$ cat src/hw/bwl_pkg.sv
package bwl_pkg;
    // ------------------------------------------------------------------
    // Sizes
    // ------------------------------------------------------------------
    localparam int NUM_WAFERS = 10;
    localparam int WAFER_OUTS = 4;
    localparam int CODE_W     = 9;
    localparam int TYPE_W     = 3;
    localparam int CONST_W    = 16;
    localparam int NUM_CONSTS = 10;
    localparam int NUM_ALARMS = 5;
    localparam int NUM_EVENTS = 5;
    localparam int NUM_ERRS   = 4;
    localparam int NUM_STATUS = 5;
    localparam int TIME_SIGS  = 128;
    localparam int WAFER_CFG_W = TYPE_W + 3 * CODE_W;
    localparam int ADDR_W     = 4;

    // ------------------------------------------------------------------
    // Calculation kinds
    // ------------------------------------------------------------------
    localparam logic [TYPE_W-1:0] TYPE_OR3     = 3'h2;
    localparam logic [TYPE_W-1:0] TYPE_AND3    = 3'h3;
    localparam logic [TYPE_W-1:0] TYPE_OR_AND  = 3'h4;
    localparam logic [TYPE_W-1:0] TYPE_AND_OR  = 3'h5;
    localparam logic [TYPE_W-1:0] TYPE_RESET   = 3'h1;

    // ------------------------------------------------------------------
    // Input source codes
    // ------------------------------------------------------------------
    localparam logic [CODE_W-1:0] SRC_NONE      = 9'h000;
    localparam logic [CODE_W-1:0] SRC_ALARM_LO  = 9'h003;
    localparam logic [CODE_W-1:0] SRC_ALARM_HI  = 9'h007;
    localparam logic [CODE_W-1:0] SRC_EVENT_LO  = 9'h014;
    localparam logic [CODE_W-1:0] SRC_EVENT_HI  = 9'h018;
    localparam logic [CODE_W-1:0] SRC_RESULT_LO = 9'h01E;
    localparam logic [CODE_W-1:0] SRC_RESULT_HI = 9'h045;
    localparam logic [CODE_W-1:0] SRC_CONST_LO  = 9'h046;
    localparam logic [CODE_W-1:0] SRC_CONST_HI  = 9'h04F;
    localparam logic [CODE_W-1:0] SRC_UNDER     = 9'h05E;
    localparam logic [CODE_W-1:0] SRC_OVER      = 9'h05F;
    localparam logic [CODE_W-1:0] SRC_RANGE_ERR = 9'h062;
    localparam logic [CODE_W-1:0] SRC_IN_ERR    = 9'h067;
    localparam logic [CODE_W-1:0] SRC_AUTO_MAN  = 9'h068;
    localparam logic [CODE_W-1:0] SRC_RUN_STBY  = 9'h069;
    localparam logic [CODE_W-1:0] SRC_AT_RUN    = 9'h06B;
    localparam logic [CODE_W-1:0] SRC_AT_NORM   = 9'h06C;
    localparam logic [CODE_W-1:0] SRC_AT_LOW    = 9'h06D;
    localparam logic [CODE_W-1:0] SRC_ABS_LO    = 9'h0AA;
    localparam logic [CODE_W-1:0] SRC_ABS_HI    = 9'h129;
    localparam logic [CODE_W-1:0] SRC_REL_LO    = 9'h12C;
    localparam logic [CODE_W-1:0] SRC_REL_HI    = 9'h1AB;

    // ------------------------------------------------------------------
    // Scan address reset and last values
    // ------------------------------------------------------------------
    localparam logic [ADDR_W-1:0] ADDR_RESET = 4'h0;
    localparam logic [ADDR_W-1:0] ADDR_LAST  = 4'h9;

    typedef enum logic [1:0] {
        BWL_IDLE = 2'b00,
        BWL_SCAN = 2'b01
    } bwl_state_e;
endpackage

$ cat src/hw/bwl_cfg_mem.sv
`timescale 1ns/10ps
module bwl_cfg_mem #(
    parameter int DEPTH = 10,
    parameter int WIDTH = 30,
    parameter int AW    = 4
) (
    input  wire logic             ref_clk_i,
    input  wire logic             wr_en_i,
    input  wire logic [AW-1:0]    wr_addr_i,
    input  wire logic [WIDTH-1:0] wr_data_i,
    input  wire logic [AW-1:0]    rd_addr_i,
    output logic      [WIDTH-1:0] rd_data_o
);
    // Contents have no reset: an unwritten wafer reads as undefined until set.
    logic [WIDTH-1:0] mem_reg [DEPTH];

    always_ff @(posedge ref_clk_i) begin
        if (wr_en_i && (int'(wr_addr_i) < DEPTH)) begin
            mem_reg[wr_addr_i] <= wr_data_i;
        end
    end

    always_ff @(posedge ref_clk_i) begin
        rd_data_o <= mem_reg[rd_addr_i];
    end
endmodule // bwl_cfg_mem

$ cat src/hw/bwl_wafer_unit.sv
`timescale 1ns/10ps
// Function
// - One on/off setting enables the whole calculation; when off no result is made or driven.
// - Any wafer result can be routed to a digital output channel or to a lamp.
// - Up to ten wafers are each evaluated with their own type, inputs and outputs.
// - A per-wafer type selector picks one of four calculation kinds; any other type drives all four outputs low.
// - Each wafer holds a type, three input selectors and four outputs in one block.
// - A wafer output may feed the input of another wafer.
// - Codes 30 to 69 select wafer results by wafer then output, 30 being wafer one output one.
// - Code 69 is wafer ten output four, four codes per wafer.
// - Codes 3 to 7 select alarms one to five.
// - Codes 20 to 24 select the off, run, hold, guarantee soak and end event flags.
// - Ten user constants are selected by codes 70 to 79, nonzero meaning true.
// - Codes 104, 105, 107, 108 and 109 select the operation status bits.
// - Codes 170 to 297 select absolute step time signals, ramp then soak per step.
// - Codes 300 to 427 select relative step time signals, ramp then soak per step.
module bwl_wafer_unit #(
    parameter int NUM_DO  = 4,
    parameter int NUM_LED = 4
) (
    input  wire logic                                        ref_clk_i,
    input  wire logic                                        nrst_i,
    input  wire logic                                        calc_enable_i,
    input  wire logic                                        cfg_we_i,
    input  wire logic [bwl_pkg::ADDR_W-1:0]                  cfg_wafer_i,
    input  wire logic [bwl_pkg::WAFER_CFG_W-1:0]             cfg_data_i,
    input  wire logic [bwl_pkg::NUM_CONSTS*bwl_pkg::CONST_W-1:0] user_const_i,
    input  wire logic [bwl_pkg::NUM_ALARMS-1:0]              alarm_i,
    input  wire logic [bwl_pkg::NUM_EVENTS-1:0]              event_i,
    input  wire logic [bwl_pkg::NUM_ERRS-1:0]                in_err_i,
    input  wire logic [bwl_pkg::NUM_STATUS-1:0]              op_status_i,
    input  wire logic [bwl_pkg::TIME_SIGS-1:0]               abs_time_i,
    input  wire logic [bwl_pkg::TIME_SIGS-1:0]               rel_time_i,
    input  wire logic [NUM_DO*bwl_pkg::CODE_W-1:0]           do_sel_i,
    input  wire logic [NUM_LED*bwl_pkg::CODE_W-1:0]          led_sel_i,
    output logic      [bwl_pkg::NUM_WAFERS*bwl_pkg::WAFER_OUTS-1:0] result_o,
    output logic      [NUM_DO-1:0]                           do_o,
    output logic      [NUM_LED-1:0]                          led_o
);
    localparam int NRES  = bwl_pkg::NUM_WAFERS * bwl_pkg::WAFER_OUTS;
    localparam int EXT_W = bwl_pkg::NUM_ALARMS + bwl_pkg::NUM_EVENTS + bwl_pkg::NUM_ERRS
                         + bwl_pkg::NUM_STATUS + 2 * bwl_pkg::TIME_SIGS;

    // ------------------------------------------------------------------
    // Pin synchronisers
    // ------------------------------------------------------------------
    // Status pins come from other parts of the controller on unrelated timing.
    logic [EXT_W-1:0] ext_meta_reg;
    logic [EXT_W-1:0] ext_sync_reg;
    logic             en_meta_reg;
    logic             en_sync_reg;

    always_ff @(posedge ref_clk_i) begin
        if (!nrst_i) begin
            ext_meta_reg <= '0;
            ext_sync_reg <= '0;
            en_meta_reg  <= 1'b0;
            en_sync_reg  <= 1'b0;
        end else begin
            ext_meta_reg <= {rel_time_i, abs_time_i, op_status_i, in_err_i, event_i, alarm_i};
            ext_sync_reg <= ext_meta_reg;
            en_meta_reg  <= calc_enable_i;
            en_sync_reg  <= en_meta_reg;
        end
    end

    logic [bwl_pkg::NUM_ALARMS-1:0] alarm_s;
    logic [bwl_pkg::NUM_EVENTS-1:0] event_s;
    logic [bwl_pkg::NUM_ERRS-1:0]   err_s;
    logic [bwl_pkg::NUM_STATUS-1:0] stat_s;
    logic [bwl_pkg::TIME_SIGS-1:0]  abs_s;
    logic [bwl_pkg::TIME_SIGS-1:0]  rel_s;
    logic [bwl_pkg::NUM_CONSTS-1:0] const_true;
    logic [NRES-1:0]                result_reg;

    assign {rel_s, abs_s, stat_s, err_s, event_s, alarm_s} = ext_sync_reg;

    genvar gi;
    generate
        for (gi = 0; gi < bwl_pkg::NUM_CONSTS; gi++) begin : g_const
            assign const_true[gi] = |user_const_i[gi*bwl_pkg::CONST_W +: bwl_pkg::CONST_W];
        end
    endgenerate

    // ------------------------------------------------------------------
    // Source decode
    // ------------------------------------------------------------------
    function automatic logic src_bit(input logic [bwl_pkg::CODE_W-1:0] code);
        logic [bwl_pkg::CODE_W-1:0] d;
        d = '0;
        src_bit = 1'b0;
        if (code >= bwl_pkg::SRC_ALARM_LO && code <= bwl_pkg::SRC_ALARM_HI) begin
            d = code - bwl_pkg::SRC_ALARM_LO;
            src_bit = alarm_s[d[2:0]];
        end else if (code >= bwl_pkg::SRC_EVENT_LO && code <= bwl_pkg::SRC_EVENT_HI) begin
            d = code - bwl_pkg::SRC_EVENT_LO;
            src_bit = event_s[d[2:0]];
        end else if (code >= bwl_pkg::SRC_RESULT_LO && code <= bwl_pkg::SRC_RESULT_HI) begin
            d = code - bwl_pkg::SRC_RESULT_LO;
            src_bit = result_reg[d[5:0]];
        end else if (code >= bwl_pkg::SRC_CONST_LO && code <= bwl_pkg::SRC_CONST_HI) begin
            d = code - bwl_pkg::SRC_CONST_LO;
            src_bit = const_true[d[3:0]];
        end else if (code >= bwl_pkg::SRC_ABS_LO && code <= bwl_pkg::SRC_ABS_HI) begin
            d = code - bwl_pkg::SRC_ABS_LO;
            src_bit = abs_s[d[6:0]];
        end else if (code >= bwl_pkg::SRC_REL_LO && code <= bwl_pkg::SRC_REL_HI) begin
            d = code - bwl_pkg::SRC_REL_LO;
            src_bit = rel_s[d[6:0]];
        end else begin
            case (code)
                bwl_pkg::SRC_UNDER:     src_bit = err_s[0];
                bwl_pkg::SRC_OVER:      src_bit = err_s[1];
                bwl_pkg::SRC_RANGE_ERR: src_bit = err_s[2];
                bwl_pkg::SRC_IN_ERR:    src_bit = err_s[3];
                bwl_pkg::SRC_AUTO_MAN:  src_bit = stat_s[0];
                bwl_pkg::SRC_RUN_STBY:  src_bit = stat_s[1];
                bwl_pkg::SRC_AT_RUN:    src_bit = stat_s[2];
                bwl_pkg::SRC_AT_NORM:   src_bit = stat_s[3];
                bwl_pkg::SRC_AT_LOW:    src_bit = stat_s[4];
                default:                src_bit = 1'b0;
            endcase
        end
    endfunction

    // Result code 30..69 to result bit; any other code drives a constant low.
    function automatic logic route_bit(input logic [bwl_pkg::CODE_W-1:0] code);
        logic [bwl_pkg::CODE_W-1:0] d;
        d = code - bwl_pkg::SRC_RESULT_LO;
        route_bit = 1'b0;
        if (code >= bwl_pkg::SRC_RESULT_LO && code <= bwl_pkg::SRC_RESULT_HI) begin
            route_bit = result_reg[d[5:0]];
        end
    endfunction

    // ------------------------------------------------------------------
    // Wafer setting store and scan
    // ------------------------------------------------------------------
    bwl_pkg::bwl_state_e          state_reg;
    logic [bwl_pkg::ADDR_W-1:0]   addr_reg;
    logic [bwl_pkg::ADDR_W-1:0]   eval_idx_reg;
    logic                         eval_vld_reg;
    logic [bwl_pkg::WAFER_CFG_W-1:0] cfg_rd;

    bwl_cfg_mem #(
        .DEPTH (bwl_pkg::NUM_WAFERS),
        .WIDTH (bwl_pkg::WAFER_CFG_W),
        .AW    (bwl_pkg::ADDR_W)
    ) u_cfg_mem (
        .ref_clk_i (ref_clk_i),
        .wr_en_i   (cfg_we_i),
        .wr_addr_i (cfg_wafer_i),
        .wr_data_i (cfg_data_i),
        .rd_addr_i (addr_reg),
        .rd_data_o (cfg_rd)
    );

    always_ff @(posedge ref_clk_i) begin
        if (!nrst_i) begin
            state_reg <= bwl_pkg::BWL_IDLE;
        end else begin
            case (state_reg)
                bwl_pkg::BWL_IDLE: state_reg <= en_sync_reg ? bwl_pkg::BWL_SCAN
                                                            : bwl_pkg::BWL_IDLE;
                bwl_pkg::BWL_SCAN: state_reg <= en_sync_reg ? bwl_pkg::BWL_SCAN
                                                            : bwl_pkg::BWL_IDLE;
                default:           state_reg <= bwl_pkg::BWL_IDLE;
            endcase
        end
    end

    always_ff @(posedge ref_clk_i) begin
        if (!nrst_i || state_reg != bwl_pkg::BWL_SCAN) begin
            addr_reg     <= bwl_pkg::ADDR_RESET;
            eval_idx_reg <= bwl_pkg::ADDR_RESET;
            eval_vld_reg <= 1'b0;
        end else begin
            addr_reg     <= (addr_reg == bwl_pkg::ADDR_LAST) ? bwl_pkg::ADDR_RESET
                                                             : addr_reg + 4'h1;
            eval_idx_reg <= addr_reg;
            eval_vld_reg <= 1'b1;
        end
    end

    // ------------------------------------------------------------------
    // Wafer function
    // ------------------------------------------------------------------
    logic [bwl_pkg::TYPE_W-1:0] w_type;
    logic [bwl_pkg::CODE_W-1:0] w_a;
    logic [bwl_pkg::CODE_W-1:0] w_b;
    logic [bwl_pkg::CODE_W-1:0] w_c;
    logic a_bit;
    logic b_bit;
    logic c_bit;
    logic [bwl_pkg::WAFER_OUTS-1:0] f_out;

    assign {w_type, w_c, w_b, w_a} = cfg_rd;
    assign a_bit = src_bit(w_a);
    assign b_bit = src_bit(w_b);
    assign c_bit = src_bit(w_c);

    always_comb begin
        case (w_type)
            bwl_pkg::TYPE_OR3:    f_out = {~(a_bit | b_bit | ~c_bit),
                                           {3{a_bit | b_bit | c_bit}}};
            bwl_pkg::TYPE_AND3:   f_out = {~(a_bit & b_bit & ~c_bit),
                                           {3{a_bit & b_bit & c_bit}}};
            bwl_pkg::TYPE_OR_AND: f_out = {~((a_bit | b_bit) & ~c_bit),
                                           {3{(a_bit | b_bit) & c_bit}}};
            bwl_pkg::TYPE_AND_OR: f_out = {~((a_bit & b_bit) | ~c_bit),
                                           {3{(a_bit & b_bit) | c_bit}}};
            default:              f_out = '0;
        endcase
    end

    // Chained wafers see the stored results: this scan's for lower-numbered wafers, the previous scan's
    // for the rest, so evaluation order never forms a combinational loop between wafers.
    always_ff @(posedge ref_clk_i) begin
        if (!nrst_i || state_reg != bwl_pkg::BWL_SCAN) begin
            result_reg <= '0;
        end else if (eval_vld_reg) begin
            result_reg[eval_idx_reg*bwl_pkg::WAFER_OUTS +: bwl_pkg::WAFER_OUTS] <= f_out;
        end
    end

    // ------------------------------------------------------------------
    // Output routing
    // ------------------------------------------------------------------
    always_ff @(posedge ref_clk_i) begin
        if (!nrst_i || state_reg != bwl_pkg::BWL_SCAN) begin
            result_o <= '0;
            do_o     <= '0;
            led_o    <= '0;
        end else begin
            result_o <= result_reg;
            for (int i = 0; i < NUM_DO; i++) begin
                do_o[i] <= route_bit(do_sel_i[i*bwl_pkg::CODE_W +: bwl_pkg::CODE_W]);
            end
            for (int j = 0; j < NUM_LED; j++) begin
                led_o[j] <= route_bit(led_sel_i[j*bwl_pkg::CODE_W +: bwl_pkg::CODE_W]);
            end
        end
    end
endmodule // bwl_wafer_unit

$ cat config.mk
export PLATFORM = sky130hd
export DESIGN_NAME = bwl_wafer_unit
export DESIGN_NICKNAME = d
export VERILOG_FILES = /design/src/hw/bwl_pkg.sv /design/src/hw/bwl_cfg_mem.sv /design/src/hw/bwl_wafer_unit.sv
export SDC_FILE = /design/constraint.sdc
export NUM_CORES = 2
export LEC_CHECK = 0
export ABC_AREA = 1
export BUFFER_PORTS_ARGS = -buffer_cell sky130_fd_sc_hd__buf_4
export CAP_MARGIN = 5
export CORE_MARGIN = 2
export CORE_UTILIZATION = 32
export DETAILED_ROUTE_END_ITERATION = 8
export SLEW_MARGIN = 15
export SYNTH_ARGS = -nofsm -noshare
export SYNTH_HDL_FRONTEND = slang
export SYNTH_SLANG_ARGS = --single-unit
$ cat constraint.sdc
create_clock -name ref_clk_i -period 4.7 [get_ports ref_clk_i]
set_clock_uncertainty 0.05 [all_clocks]
set_input_delay 0.47 -clock ref_clk_i [delete_from_list [all_inputs] [get_ports ref_clk_i]]
set_output_delay 0.47 -clock ref_clk_i [all_outputs]
set_load 0.02 [all_outputs]
==> summary.txt <==
Layout
  • Synthesis-to-layout area growth: 29.1%
  • Share of layout cells above drive strength 1: 0.137
  • Footprint of the multi-input gates: approximately 17,000 sq um
  • Register area: approximately 22,000 sq um
  • Fillers: ~13,000
  • NumNets Final: ~7,000
  • Max FFs per register: 300

Power
  • P per Cell Area: between 300 and 400 nW/um^2
  • Sequential power share: 0.458
  • Peak supply drop: 0.000306 V
  • Sw frac: 0.243
  • Leakage: 26.4 nW
  • Power consumption: 19.3 mW
  • Clock share of power: 0.443
  • NetSw: 4.70 mW
  • Combinational Power Share: 0.099
  • Internal power: 14.6 mW

Global routing
  • Total Routing Usage GR: 0.220
  • Global route total overflow: 0
  • Largest net degree at the start of global routing: about 230
  • Vias in the first global route: approximately 40,000
  • Antenna violations before repair: 7
  • First-pass GRT wire length: between 200,000 and 250,000 um

Synth
  • Synth Area in Compound Gates: 0.130
  • Mapped Cells: about 5,600
  • Post-synth top area share: 0.295
  • Share of cell area taken by muxes after synthesis: 0
  • Asr flop ratio synth: 0
  • Largest family of logic cells by synthesized area: simple AND/OR/NAND/NOR gates
  • Synth unique cells: 54
  • Simple-gate share of the synthesized area: 0.227
  • Most common cell in the netlist: nand2_1
  • Sequential share of the synthesized area: 0.503
  • Yosys Warn Count: 0
  • Synth area leader: dfxtp_1
  • Avg Cell Area, Syn: 7.71 sq um
  • XOR/XNOR Fraction of Synth Area: 0.0102
  • Adder-Cell Fraction of Synth Area: 0.0170
  • Post-synth EDFFs: 300
  • Syn_nets: approximately 6,200
  • Count of state elements after synthesis: 940
  • Area contributors post-synth: dfxtp_1, edfxtp_1, nand2_1
  • Dominant synthesized flop cell: dfxtp_1
  • Top post-synthesis cells by count: nand2_1, inv_1, dfxtp_1, nor2_1, nand3_1
  • Post-Syn Area: ~43,000 sq um

Timing
  • Fin. Hold Viols: 0
  • Unrepaired setup endpoints after global routing: no
  • Slew @ Worst Pin: 1030 ps
  • Final slew viol count: 0
  • Final setup vio count: 0
  • Final min period: roughly 4300 ps
  • Fin crit share: 0.919
  • Hold_ws: ~39 ps
  • TNS Setup: 0 ps
  • Slew HR: 0.294
  • Fmax: roughly 230 MHz

Die
  • DIE AREA: around 140,000 sq um
  • Top-level port count: a little under 600
  • Core Area: 135,000 sq um
  • Initial core utilization: 0.321
  • # rows: approximately 140
  • Chip height: 372 um
  • Width of the chip: 372 um

Clock tree
  • H-tree levels: 3
  • TritonCTS Buffers: 100
  • CTS max path bufs: 3
  • Worst skew pair latency: 720 ps
  • Clk pin slew, worst setup/hold paths: ~60 ps
  • # resized after CTS: 0
  • CTS root buffer: clkbuf_16
  • CTS sink count: between 900 and 1,000
  • CTS tree: built

Setup path
  • WS Path Type: flop to flop
  • Startpoint Class: flop
  • CP Capture Type: flop
  • Worst Path Required: 5250 ps
  • Worst path arrival time: between 4000 and 5000 ps
  • Worst r2r src: u_cfg_mem.rd_data_o[1]
  • Crit path from: u_cfg_mem.rd_data_o[1]
  • CP max FO: 21

Detailed routing
  • DR DRC count: 0
  • Initial DRT Pass Iterations: 6
  • Final wirelength: 159,000 um
  • Routed Antenna Nets: 0
  • 1st-iter DRT viols: about 4,200
  • Via count: between 40,000 and 50,000
  • Post-DR vias/cell: a little under 5
  • DR WL/cell: about 19 um

Placement
  • Routability cong.: about 0.94
  • DP Wirelength: between 100,000 and 150,000 um
  • I/O Buffers: between 500 and 600

Hold path
  • Worst hold start: do_sel_i[33]
  • Hold Crit Class: input port to flop

Run
  • Total of max-cap violations: 0

Status
  • Outcome: finished clean
-- layer usage --
layer	GRT usage	vias up	share of wire
li1	-	19700	-
met2	0.369	1801	0.46
met3	0.0343	333	0.076
met1	0.286	19000	0.42
met5	0	-	0.00023
met4	0.0808	6	0.036
-- power groups by stage --
stage	Sequential [mW]	Clock [mW]	Combinational [mW]
after floorplan	8.91	0	0.915
after global placement	9.01	0	1.66
after detailed placement	9.00	0	1.67
after CTS	8.83	8.75	1.89
after global routing	8.85	9.07	2.10
final	8.83	8.56	1.91
-- cells in the final DEF, fill, tap and decap left out, types with 7 or more instances in the layout --
cell	n
nand2_1	1235
inv_1	869
buf_4	659
dfxtp_1	631
nor2_1	487
nand3_1	461
o21ai_0	394
dlygate4sd3_1	308
edfxtp_1	300
a21oi_1	268
o211ai_1	128
clkbuf_16	101
o22ai_1	90
nand4_1	79
ha_1	59
o21ai_1	40
xor2_1	36
nor3_1	27
nor4_1	23
a31oi_1	22
bufinv_16	19
clkinv_1	18
clkbuf_1	17
clkinv_2	16
inv_2	13
nor2_4	13
xnor2_1	11
nand3b_1	11
o311ai_0	9
nand2_2	7
-- worst paths after layout --
check	end	slack [ps]	cells after the start
min reg2reg	ext_sync_reg[14]	340	2
max reg2reg	result_reg[11]	380	23
max	result_reg[11]	380	23
min	do_o[3]	40	4
-- worst max-delay path: stages (launching register included) --
cell and delay (ps):
dfxtp_2 600, inv_2 320, ha_1 710, clkinv_1 170, buf_4 260, a21oi_1 150
nand3_1 100, nand3_1 90, nand3_1 80, nand3_1 100, nand2_1 80, nand2_1 70
nand3_1 190, nand2_1 150, nand2_1 60, nand2_1 60, nand2_1 70, nand2_1 70
nand2_2 110, o21ai_1 180, nand2_1 80, nand3_2 130, nand3_2 120, a21oi_1 170
-- metrics by stage --
stage                     utilization  instance area [sq um]  cells  worst slack, ps
after global placement          0.365                  49300   7743              634
after global routing            0.415                  56000   8240             86.1
after detailed placement        0.365                  49300   7743              573
final                           0.415                  56000   8242              381
after CTS                       0.415                  56000   8240              539
after floorplan                     -                  43400   5627             1430
-- cell families after synthesis --
group / Yosys count
DFF: 940
xor gates and xnor gates: 49
buffers and inverters: 1224
AOI/OAI and AO/OA: 999
and+or+nand+nor: 2356
adders and majority gates: 59
-- cell type report --
cell class | instances | area share
clock buffer | 121 | 0.0470
antenna | 2 | 0.0000894
tap | 1781 | 0.0398
timing repair buffer | 973 | 0.146
multi-input combinational | 3463 | 0.299
inverter | 894 | 0.0600
sequential | 940 | 0.390
clock inverter | 68 | 0.0179
-- repair_timing --
| action | 4_1_cts | 5_1_grt |
|---|---|---|
| setup endpoints to repair | 0 | 0 |
| hold buffers | 308 | 0 |
| setup buffers | 0 | 0 |
| hold endpoints to repair | 577 | 0 |
No activity file was read; power rests on OpenSTA's default activity.
